==> src/verilog/curf_pkg.sv <==
// package for the user register file of the 8-bit core
// assumes one synchronous clock domain and a decoder that issues one operation per cycle
package curf_pkg;

   localparam int DATA_W      = 8;
   localparam int WORD_W      = 16;
   localparam int REG_COUNT   = 8;

   // reset values
   localparam logic [7:0]  ACC_RST     = 8'h00;
   localparam logic [7:0]  IDX_RST     = 8'h00;
   localparam logic [7:0]  BASE_RST    = 8'h00;
   localparam logic [7:0]  STACK_PAGE  = 8'h01;
   localparam logic [7:0]  STACK_LOW   = 8'hff;
   localparam logic [15:0] PC_RST      = 16'h0000;
   localparam logic [7:0]  STATUS_RST  = 8'h24;

   // status bit positions
   localparam int ST_NEG   = 7;
   localparam int ST_OVF   = 6;
   localparam int ST_EXT   = 5;
   localparam int ST_BRK   = 4;
   localparam int ST_DEC   = 3;
   localparam int ST_IRQ   = 2;
   localparam int ST_ZERO  = 1;
   localparam int ST_CARRY = 0;

   // register selectors
   typedef enum logic [2:0] {
      SEL_ACC, SEL_IDX1, SEL_IDX2, SEL_IDX3, SEL_BASE, SEL_STATUS, SEL_STACK, SEL_PC
   } curf_sel_type;

   // operations the decoder may request
   typedef enum logic [3:0] {
      OP_NONE, OP_ADD, OP_SUB, OP_SHL, OP_SHR, OP_ROL, OP_ROR, OP_NEG,
      OP_AND, OP_OR, OP_XOR, OP_LOAD, OP_INC, OP_DEC, OP_CMP, OP_XFER
   } curf_op_type;

   // addressing index choices
   typedef enum logic [2:0] {
      IX_NONE, IX_PRE_IDX1, IX_POST_IDX1, IX_POST_IDX2, IX_POST_IDX3, IX_POST_ACC
   } curf_ix_type;

   // one request from the decoder
   typedef struct packed {
      curf_op_type  op;
      curf_sel_type dst;
      curf_sel_type src;
      logic [7:0]   data;
      logic         flagSet;
      logic         flagClr;
      logic [2:0]   flagBit;
      logic         pcInc;
      logic         pcLoad;
      logic [15:0]  pcData;
      logic         spInc;
      logic         spDec;
   } curf_req_type;

   // short-address request
   typedef struct packed {
      curf_ix_type mode;
      logic [7:0]  offset;
   } curf_addr_type;

endpackage

==> src/verilog/curf_register_file.sv <==
// user-visible register set of the 8-bit core with base-page address forming
// assumes decoder requests are synchronous to sys_clk and valid for one cycle
`timescale 1ns/100ps

// Notes on behaviour
// - eight user registers: accumulator, three index, base page, status, stack, counter.
// - arithmetic and boolean operations act only on the accumulator.
// - the accumulator is never accepted as an address index.
// - index registers only increment, decrement, compare or load/transfer.
// - first index only for pre-indexed indirect, refused for post-indexed indirect.
// - second index serves as post-indexed indirect offset.
// - third index clears at reset.
// - third index serves as post-indexed indirect offset.
// - base page is loaded only by transfer from the accumulator.
// - base page clears at reset, so short addresses start at page zero.
// - status is eight flags, some from results, some by explicit set or clear.
// - negative flag follows bit seven of each result, except a load or transfer to the stack.
// - short address takes offset, plus first index when pre-indexed, as low byte, base page as high byte.
// - extend flag set gives 8-bit page stack, clear gives 16-bit stack.
// - reset puts stack in byte mode on page one, sets extend and irq disable.
module curf_register_file (
   input  wire logic                   sys_clk,    // core clock
   input  wire logic                   rst,        // synchronous reset, active high
   input  wire curf_pkg::curf_req_type req,        // operation request
   input  wire curf_pkg::curf_addr_type addrReq,   // short-address request
   output logic [7:0]                  accOut,     // accumulator
   output logic [7:0]                  idx1Out,    // first index
   output logic [7:0]                  idx2Out,    // second index
   output logic [7:0]                  idx3Out,    // third index
   output logic [7:0]                  baseOut,    // base page
   output logic [7:0]                  statusOut,  // status flags
   output logic [15:0]                 stackOut,   // stack pointer
   output logic [15:0]                 pcOut,      // program counter
   output logic [15:0]                 shortAddr,  // formed short address
   output logic                        addrRefused,// index choice not allowed
   output logic                        opRefused   // operation not allowed on target
);

   logic [7:0]  acc_reg, acc_next;
   logic [7:0]  idx_reg [3];
   logic [7:0]  idx_next [3];
   logic [7:0]  base_reg, base_next;
   logic [7:0]  status_reg, status_next;
   logic [15:0] stack_reg, stack_next;
   logic [15:0] pc_reg, pc_next;

   // source value selection, used by transfers and the step unit
   function automatic logic [7:0] pick(input curf_pkg::curf_sel_type s, input logic [7:0] a,
                                       input logic [7:0] x1, input logic [7:0] x2,
                                       input logic [7:0] x3, input logic [7:0] b,
                                       input logic [7:0] p, input logic [15:0] sp);
      case (s)
         curf_pkg::SEL_ACC:    pick = a;
         curf_pkg::SEL_IDX1:   pick = x1;
         curf_pkg::SEL_IDX2:   pick = x2;
         curf_pkg::SEL_IDX3:   pick = x3;
         curf_pkg::SEL_BASE:   pick = b;
         curf_pkg::SEL_STATUS: pick = p;
         curf_pkg::SEL_STACK:  pick = sp[7:0];
         default:              pick = 8'h00;
      endcase
   endfunction

   wire logic [7:0] srcVal = pick(req.src, acc_reg, idx_reg[0], idx_reg[1], idx_reg[2],
                                  base_reg, status_reg, stack_reg);
   wire logic [7:0] opnd = (req.op == curf_pkg::OP_XFER) ? srcVal : req.data;

   // operation class decode
   wire logic isAlu  = req.op inside {curf_pkg::OP_ADD, curf_pkg::OP_SUB, curf_pkg::OP_SHL,
                       curf_pkg::OP_SHR, curf_pkg::OP_ROL, curf_pkg::OP_ROR, curf_pkg::OP_NEG,
                       curf_pkg::OP_AND, curf_pkg::OP_OR, curf_pkg::OP_XOR};
   wire logic isStep = req.op inside {curf_pkg::OP_INC, curf_pkg::OP_DEC, curf_pkg::OP_CMP};
   wire logic dstIdx = req.dst inside {curf_pkg::SEL_IDX1, curf_pkg::SEL_IDX2, curf_pkg::SEL_IDX3};
   wire logic dstAcc = (req.dst == curf_pkg::SEL_ACC);
   // base page accepts only a transfer whose source is the accumulator
   wire logic baseBad = (req.dst == curf_pkg::SEL_BASE) && (req.op != curf_pkg::OP_NONE) &&
                        !(req.op == curf_pkg::OP_XFER && req.src == curf_pkg::SEL_ACC);
   assign opRefused = (isAlu && !dstAcc)
                    || (isStep && !(dstIdx || dstAcc))
                    || baseBad;

   // alu result with carry in bit 8
   logic [8:0] aluRes;
   logic       carryIn;
   logic [8:0] stepRes;
   logic [7:0] stepSrc;
   assign carryIn = status_reg[curf_pkg::ST_CARRY];
   always_comb begin
      case (req.op)
         curf_pkg::OP_ADD: aluRes = {1'b0, acc_reg} + {1'b0, req.data} + {8'h00, carryIn};
         curf_pkg::OP_SUB: aluRes = {1'b0, acc_reg} + {1'b0, ~req.data} + {8'h00, carryIn};
         curf_pkg::OP_SHL: aluRes = {acc_reg, 1'b0};
         curf_pkg::OP_SHR: aluRes = {acc_reg[0], 1'b0, acc_reg[7:1]};
         curf_pkg::OP_ROL: aluRes = {acc_reg, carryIn};
         curf_pkg::OP_ROR: aluRes = {acc_reg[0], carryIn, acc_reg[7:1]};
         curf_pkg::OP_NEG: aluRes = {1'b0, 8'(-acc_reg)};
         curf_pkg::OP_AND: aluRes = {carryIn, acc_reg & req.data};
         curf_pkg::OP_OR:  aluRes = {carryIn, acc_reg | req.data};
         curf_pkg::OP_XOR: aluRes = {carryIn, acc_reg ^ req.data};
         default:          aluRes = {carryIn, acc_reg};
      endcase
   end

   // step unit serves index registers and the accumulator
   assign stepSrc = pick(req.dst, acc_reg, idx_reg[0], idx_reg[1], idx_reg[2],
                         base_reg, status_reg, stack_reg);
   always_comb begin
      case (req.op)
         curf_pkg::OP_INC: stepRes = {carryIn, 8'(stepSrc + 8'h01)};
         curf_pkg::OP_DEC: stepRes = {carryIn, 8'(stepSrc - 8'h01)};
         curf_pkg::OP_CMP: stepRes = {1'b0, stepSrc} + {1'b0, ~req.data} + 9'h001;
         default:          stepRes = {carryIn, stepSrc};
      endcase
   end

   // next state of the data registers
   wire logic writeOk = !opRefused && req.op != curf_pkg::OP_NONE;
   logic [7:0] result;
   logic       resValid;
   always_comb begin
      acc_next    = acc_reg;
      base_next   = base_reg;
      status_next = status_reg;
      for (int i = 0; i < 3; i++) begin
         idx_next[i] = idx_reg[i];
      end
      result   = 8'h00;
      resValid = 1'b0;
      if (writeOk) begin
         if (isAlu) begin
            result = aluRes[7:0];
            acc_next = aluRes[7:0];
            status_next[curf_pkg::ST_CARRY] = aluRes[8];
         end else if (isStep) begin
            result = stepRes[7:0];
            if (req.op == curf_pkg::OP_CMP) begin
               status_next[curf_pkg::ST_CARRY] = stepRes[8];
            end else if (dstAcc) begin
               acc_next = stepRes[7:0];
            end else begin
               idx_next[2'(req.dst - curf_pkg::SEL_IDX1)] = stepRes[7:0];
            end
         end else if (req.op inside {curf_pkg::OP_LOAD, curf_pkg::OP_XFER}) begin
            result = opnd;
            case (req.dst)
               curf_pkg::SEL_ACC:    acc_next = opnd;
               curf_pkg::SEL_IDX1:   idx_next[0] = opnd;
               curf_pkg::SEL_IDX2:   idx_next[1] = opnd;
               curf_pkg::SEL_IDX3:   idx_next[2] = opnd;
               curf_pkg::SEL_BASE:   base_next = opnd;
               curf_pkg::SEL_STATUS: status_next = opnd;
               default:              ;
            endcase
         end
         resValid = (req.dst != curf_pkg::SEL_STATUS) && (req.dst != curf_pkg::SEL_STACK);
      end
      // result flags, then explicit flag set or clear
      if (resValid) begin
         status_next[curf_pkg::ST_NEG]  = result[7];
         status_next[curf_pkg::ST_ZERO] = (result == 8'h00);
      end
      if (req.flagSet) begin
         status_next[req.flagBit] = 1'b1;
      end else if (req.flagClr) begin
         status_next[req.flagBit] = 1'b0;
      end
   end

   // stack pointer: extend-disable bit keeps the high byte as a fixed page
   wire logic byteMode = status_reg[curf_pkg::ST_EXT];
   wire logic [15:0] spUp = byteMode ? {stack_reg[15:8], 8'(stack_reg[7:0] + 8'h01)}
                                     : 16'(stack_reg + 16'h0001);
   wire logic [15:0] spDn = byteMode ? {stack_reg[15:8], 8'(stack_reg[7:0] - 8'h01)}
                                     : 16'(stack_reg - 16'h0001);
   wire logic toStack = req.op == curf_pkg::OP_XFER && req.dst == curf_pkg::SEL_STACK;
   always_comb begin
      stack_next = stack_reg;
      if (toStack && req.src == curf_pkg::SEL_IDX1) begin
         stack_next[7:0] = idx_reg[0];           // copy_index_to_stack_low
      end else if (toStack && req.src == curf_pkg::SEL_IDX2) begin
         stack_next[15:8] = idx_reg[1];          // copy_index_to_stack_high
      end else if (req.spInc) begin
         stack_next = spUp;
      end else if (req.spDec) begin
         stack_next = spDn;
      end
   end

   // program counter counts up or loads from a vector or jump target
   assign pc_next = req.pcLoad ? req.pcData : (req.pcInc ? 16'(pc_reg + 16'h0001) : pc_reg);

   // register update; reset clears index three and base, stack to page one
   always_ff @(posedge sys_clk) begin
      if (rst) begin
         acc_reg    <= curf_pkg::ACC_RST;
         idx_reg[0] <= curf_pkg::IDX_RST;
         idx_reg[1] <= curf_pkg::IDX_RST;
         idx_reg[2] <= curf_pkg::IDX_RST;
         base_reg   <= curf_pkg::BASE_RST;
         status_reg <= curf_pkg::STATUS_RST;
         stack_reg  <= {curf_pkg::STACK_PAGE, curf_pkg::STACK_LOW};
         pc_reg     <= curf_pkg::PC_RST;
      end else begin
         acc_reg    <= acc_next;
         idx_reg    <= idx_next;
         base_reg   <= base_next;
         status_reg <= status_next;
         stack_reg  <= stack_next;
         pc_reg     <= pc_next;
      end
   end

   // short address: offset plus first index when pre-indexed, page from base register
   logic [7:0] ixVal;
   always_comb begin
      case (addrReq.mode)
         curf_pkg::IX_PRE_IDX1:  ixVal = idx_reg[0];
         curf_pkg::IX_POST_IDX2: ixVal = idx_reg[1];
         curf_pkg::IX_POST_IDX3: ixVal = idx_reg[2];
         default:                ixVal = 8'h00;
      endcase
   end
   // the accumulator and post-indexed first index are no legal index choice
   assign addrRefused = addrReq.mode inside {curf_pkg::IX_POST_IDX1, curf_pkg::IX_POST_ACC};
   // post-indexed modes add the index after the pointer fetch, outside this block
   wire logic preAdd = addrReq.mode == curf_pkg::IX_PRE_IDX1;
   assign shortAddr = {base_reg, 8'(addrReq.offset + (preAdd ? ixVal : 8'h00))};

   // outputs come straight from the registers
   assign accOut    = acc_reg;
   assign idx1Out   = idx_reg[0];
   assign idx2Out   = idx_reg[1];
   assign idx3Out   = idx_reg[2];
   assign baseOut   = base_reg;
   assign statusOut = status_reg;
   assign stackOut  = stack_reg;
   assign pcOut     = pc_reg;

   // checks
   a_base_only_acc: assert property (@(posedge sys_clk) disable iff (rst)
      (!$past(rst) && base_reg != $past(base_reg)) |-> ($past(req.op) == curf_pkg::OP_XFER &&
      $past(req.src) == curf_pkg::SEL_ACC && base_reg == $past(acc_reg)))
      else $error("base page changed without accumulator transfer");
   // rst |=> avoids a $past look before the first edge, where rst has no history
   a_reset_values: assert property (@(posedge sys_clk) rst |=>
      (stack_reg == 16'h01ff && status_reg[curf_pkg::ST_EXT] && status_reg[curf_pkg::ST_IRQ]))
      else $error("stack or status wrong after reset");
   a_reset_clears: assert property (@(posedge sys_clk) rst |=>
      (idx_reg[2] == 8'h00 && base_reg == 8'h00)) else $error("index three or base not cleared");
   a_neg_follows: assert property (@(posedge sys_clk) disable iff (rst)
      ($past(resValid) && !$past(req.flagSet) && !$past(req.flagClr)) |->
      status_reg[curf_pkg::ST_NEG] == $past(result[7])) else $error("negative flag wrong");
   a_alu_acc_only: assert property (@(posedge sys_clk) disable iff (rst)
      (isAlu && !dstAcc) |=> (idx_reg[0] == $past(idx_reg[0]) && idx_reg[1] == $past(idx_reg[1]) &&
      idx_reg[2] == $past(idx_reg[2]) && acc_reg == $past(acc_reg)))
      else $error("alu wrote non-accumulator");
   a_short_page: assert property (@(posedge sys_clk) disable iff (rst)
      shortAddr[15:8] == base_reg) else $error("short address page not from base");
   a_acc_no_index: assert property (@(posedge sys_clk) disable iff (rst)
      (addrReq.mode == curf_pkg::IX_POST_ACC) |-> addrRefused) else $error("accumulator used as index");
   a_byte_stack: assert property (@(posedge sys_clk) disable iff (rst)
      (byteMode && (req.spInc || req.spDec) && !toStack) |=> stack_reg[15:8] == $past(stack_reg[15:8]))
      else $error("byte-mode stack left its page");

endmodule
==> config.mk <==
export PLATFORM = sky130hd
export DESIGN_NAME = curf_register_file
export DESIGN_NICKNAME = d
export VERILOG_FILES = /design/src/verilog/curf_pkg.sv /design/src/verilog/curf_register_file.sv
export SDC_FILE = /design/constraint.sdc
export NUM_CORES = 1
export LEC_CHECK = 0
export BUFFER_PORTS_ARGS = -buffer_cell sky130_fd_sc_hd__buf_4
export CORE_ASPECT_RATIO = 1.5
export CORE_UTILIZATION = 56
export DETAILED_ROUTE_END_ITERATION = 10
export PLACE_DENSITY = 0.78
export SETUP_SLACK_MARGIN = 0.3
export SYNTH_ARGS = -nofsm -noshare
export SYNTH_HDL_FRONTEND = slang
export SYNTH_SLANG_ARGS = --single-unit
==> constraint.sdc <==
create_clock -name sys_clk -period 5.32 [get_ports sys_clk]
set_input_delay 0 -clock sys_clk [delete_from_list [all_inputs] [get_ports sys_clk]]
set_output_delay 0 -clock sys_clk [all_outputs]
set_load 0.01 [all_outputs]
==> results <==
- The total track usage is 43.64%.
- Tracing the worst setup path back leads to its startpoint at accOut[0].
- The final layout contains routed wiring with a total length of 33,210 µm.
- Dividing the final minimum period by the clock period gives 79.10%.
- The post-synthesis cell type count is 78.
- The worst reg2reg path startpoint is accOut[0].
- The worst path arrival time is 4.47 ns.
- The standby leakage power is 4.187 nW.
- Along the worst path, the maximum fanout reaches 13.
- After detailed routing, the number of remaining DRC violations is 0.
- Across the routed clock network, the largest skew measured is 0.01315 ns.
- In this run, the combinational gates consume 35.6% of the power.
- The highest achievable clock rate is 0.2376 GHz.
- Of the synthesized area, sequential elements account for 19.40%.
- The number of antenna diodes in the final layout is 0.
- The iteration-0 DRC count of the detailed router is 852.
- The number of gates resized after CTS was 0.
- The largest net degree at the start of global routing is 83.
- The power density relative to cell area is 204.9 nW/µm².
- The CTS tree is built.
- Summing all flip-flop and latch instances after layout gives 1602 µm².
- The clock share of power is 30.0%.
- The HPWL after detailed placement is 24,110 µm.
- The switching share of total power is 37.86%.
- The total area of multi-input combinational cells is 6071 µm².
- The tool flagged a number of max-cap violations equal to 0.
- Internal power comes to 0.001248 W.
- Of the total power, registers draw 34.5%.
- The number of standard-cell rows in the floorplan is 54.
- Counting every sink on the clock net gives 80.
- The endpoint class of the critical path is a flop.
- The global-route wire length before repair is 49,540 µm.
- The via count is 9,457.
- The number of inserted filler cells in the final layout is 1,323.
- The worst pin sits at a relative slew slack of 23.28%.
- The final layout contains 1,338 nets.
- The detailed-router iteration count before antenna repair is 8.
- The count of antenna-violating nets left after detailed routing is 0.
- The class of the most critical setup path is reg -> reg.
- The clock insertion delay at the later pin of the skew report is 0.34 ns.
- The number of max-slew violations in the final report is 0.
- The net switching component of the power is 0.0007605 W.
- The area growth from synthesis to layout is 18.76%.
- The I/O pin count is 154.
- The die covers 15,240 µm².
- The share of layout cells above drive strength 1 is 16.88%.
- The kind of path behind the tightest hold check is in -> reg.
- The number of synthesized flops with an enable pin is 0.
- Setup repair after global routing left no endpoint under its margin.
- The floorplan step set the die width to 101.1 µm.
- The post-synthesis net count is 1,231.
- The most frequently used flop master after synthesis is sky130_fd_sc_hd__dfxtp_1.
- The last weighted congestion value of the routability-driven placer is 1.034.
- TritonCTS created 9 clock buffers.
- The launch point of the worst hold path is req[23].
- Buffers placed on the I/O ports in this run total 153.
- The power consumption is 0.002009 W.
- The vias per cell is 6.623.
- After layout, the minimum clock period comes to 4.208 ns.
- STA puts the critical path data required time at 5.58 ns.
- The number of antenna violations at the first check in global routing is 0.
- After routing, the total negative slack on setup checks comes to 0 ns.
- The run finished with clean final reports.
- The detailed-route wire length per cell is 23.26 µm.
- The clock tree buffer depth is 2.
- For this run, asynchronously set or reset flops after synthesis account for 0%.
- The H-tree generated during clock tree synthesis spans 3 levels.
- The via count of the first global-routing pass is 8,746.
- The worst-margin pin slew is 1.139 ns.
- The number of endpoints failing setup at the final stage is 0.
- The floorplan step set the die height to 150.7 µm.
- The Yosys step of the flow raised 0 warnings.
- The total grt overflow is 0.
- The worst setup path is launched from a flop.
- The CTS clock-pin slew for the worst setup and hold paths is 0.07 ns.
- In the synthesized netlist, the number of instances is 1,120.
- The synthesized design contains 80 register bits.
- The hold violation total from the final report was 0.
- The core region is 14,460 µm².
- A synthesized cell averages 7.371 µm².
- The cell sitting at the root of the clock tree is a sky130_fd_sc_hd__clkbuf_16.
- The initial utilization of the core area, before any placement, comes to 57.10%.
- The worst supply voltage drop on vdd is 0.1601 mV.
- The mapped netlist covers 8255 µm².
==> critical path: stages (launching register included) <==
cell	delay, ns
sky130_fd_sc_hd__dfxtp_1	0.64
sky130_fd_sc_hd__inv_1	0.26
sky130_fd_sc_hd__fa_1	0.50
sky130_fd_sc_hd__fa_1	0.42
sky130_fd_sc_hd__xor2_1	0.15
sky130_fd_sc_hd__o22ai_1	0.10
sky130_fd_sc_hd__a211oi_1	0.40
sky130_fd_sc_hd__or4b_1	0.46
sky130_fd_sc_hd__or4_1	0.47
sky130_fd_sc_hd__or4_1	0.53
sky130_fd_sc_hd__o31ai_2	0.19
==> per-stage QoR <==
stage / utilization (%) / cell area [µm²] / worst slack, ns / hold WS (ns) / cells
global route: 67.81 / 9804 / 0.9747 / 0.04033 / 1428
global placement: 64.34 / 9303 / 1.262 / 0.2243 / 1390
floorplan: - / 8255 / 1.374 / 0.1300 / 1120
finish: 67.81 / 9804 / 1.112 / 0.02962 / 1428
detailed placement: 64.34 / 9303 / 1.187 / 0.2354 / 1390
CTS: 67.81 / 9804 / 1.155 / 0.01939 / 1428
==> kinds of logic (layout without fill, tap and decap cells) <==
kind of cell	count (synthesis)	after routing	share of synthesized area (%)
buf+inv	134	246	7.063
mux	67	67	9.715
compound gates	311	311	24.99
xor+xnor	42	42	4.456
flops	80	80	19.40
fa+ha+maj	55	55	8.972
simple gates	431	431	25.40
==> synth_stat cells, drive strengths merged (13+ instances only) <==
cell,n,area (µm²)
nor2,153,574.3
nand2,90,340.3
dfxtp,80,1602
a21oi,73,365.4
o21ai,56,284.0
clkbuf,51,191.4
mux2i,49,490.5
ha,48,600.6
inv,47,176.4
buf,36,215.2
a31oi,28,175.2
nand3,28,140.1
nor3,25,125.1
a211oi,24,180.2
xnor2,24,210.2
nor2b,21,131.4
nand2b,20,125.1
and2,19,118.9
xor2,18,157.7
o22ai,14,87.58
a21o,13,97.59
==> routing by layer <==
layer | vias up | track usage (%) | share of wire, %
met3 | 196 | 11.00 | 9.5
met5 | - | 0 | 0
li1 | 4296 | - | -
met4 | 0 | 35.51 | 9.0
met1 | 4386 | 46.34 | 34
met2 | 579 | 72.45 | 48
==> path summary, 6_finish.rpt <==
check	end	slack [ns]	cells past startpoint
setup / recovery	statusOut[1]	1.11	10
hold / removal	statusOut[2]	0.03	4
setup reg to reg	statusOut[1]	1.11	10
hold reg to reg	stackOut[15]	0.50	2
==> power groups by stage <==
stage               Sequential, W  Clock, W  Combinational (W)
finish                   0.000692  0.000602           0.000714
global route             0.000693  0.000628           0.000767
CTS                      0.000686  0.000605           0.000687
detailed placement       0.000699         0           0.000670
global placement         0.000698         0           0.000670
floorplan                0.000680         0           0.000447
==> what timing repair did <==
item | in CTS | in global routing
endpoints found under the setup margin | 0 | 0
setup buffers | 0 | 0
hold endpoints to repair | 21 | 0
hold buffers | 22 | 0
==> sequential cells by signal, indices dropped and copies added (netlist names) <==
| signal | count |
|---|---|
| stackOut | 16 |
| idx3Out | 8 |
| idx1Out | 8 |
| idx2Out | 8 |
| statusOut | 8 |
| pcOut | 16 |
| accOut | 8 |
| baseOut | 8 |
==> area by class of cell <==
cell class | instances | area share [%]
flip-flops and latches | 80 | 16.33
clock buffers | 11 | 2.476
repair buffers | 183 | 14.57
clock inverters | 5 | 0.3956
inverters | 47 | 1.799
well taps | 196 | 2.501
multi-input cells | 906 | 61.92
==> cells in the final DEF, fill, tap and decap left out, types with 8 or more instances in the layout <==
cell / n
sky130_fd_sc_hd__a31oi_1: 28
sky130_fd_sc_hd__nand2b_1: 20
sky130_fd_sc_hd__buf_4: 161
sky130_fd_sc_hd__a21o_1: 13
sky130_fd_sc_hd__xnor2_1: 24
sky130_fd_sc_hd__o21ai_0: 52
sky130_fd_sc_hd__nand2_1: 89
sky130_fd_sc_hd__a21oi_1: 73
sky130_fd_sc_hd__nor2_1: 153
sky130_fd_sc_hd__nand4_1: 12
sky130_fd_sc_hd__o21bai_1: 8
sky130_fd_sc_hd__nor3_1: 25
sky130_fd_sc_hd__and3_1: 12
sky130_fd_sc_hd__inv_1: 46
sky130_fd_sc_hd__nor4_1: 9
sky130_fd_sc_hd__xor2_1: 18
sky130_fd_sc_hd__ha_1: 48
sky130_fd_sc_hd__nor2b_1: 21
sky130_fd_sc_hd__a211oi_1: 24
sky130_fd_sc_hd__a22oi_1: 8
sky130_fd_sc_hd__mux2_2: 9
sky130_fd_sc_hd__and2_1: 18
sky130_fd_sc_hd__o31ai_1: 11
sky130_fd_sc_hd__o22ai_1: 14
sky130_fd_sc_hd__dfxtp_1: 80
sky130_fd_sc_hd__clkbuf_16: 9
sky130_fd_sc_hd__nand3_1: 28
sky130_fd_sc_hd__dlygate4sd3_1: 22
sky130_fd_sc_hd__a221oi_1: 9
sky130_fd_sc_hd__mux2i_1: 49
Note: power is estimated with default switching activity, not from simulation.
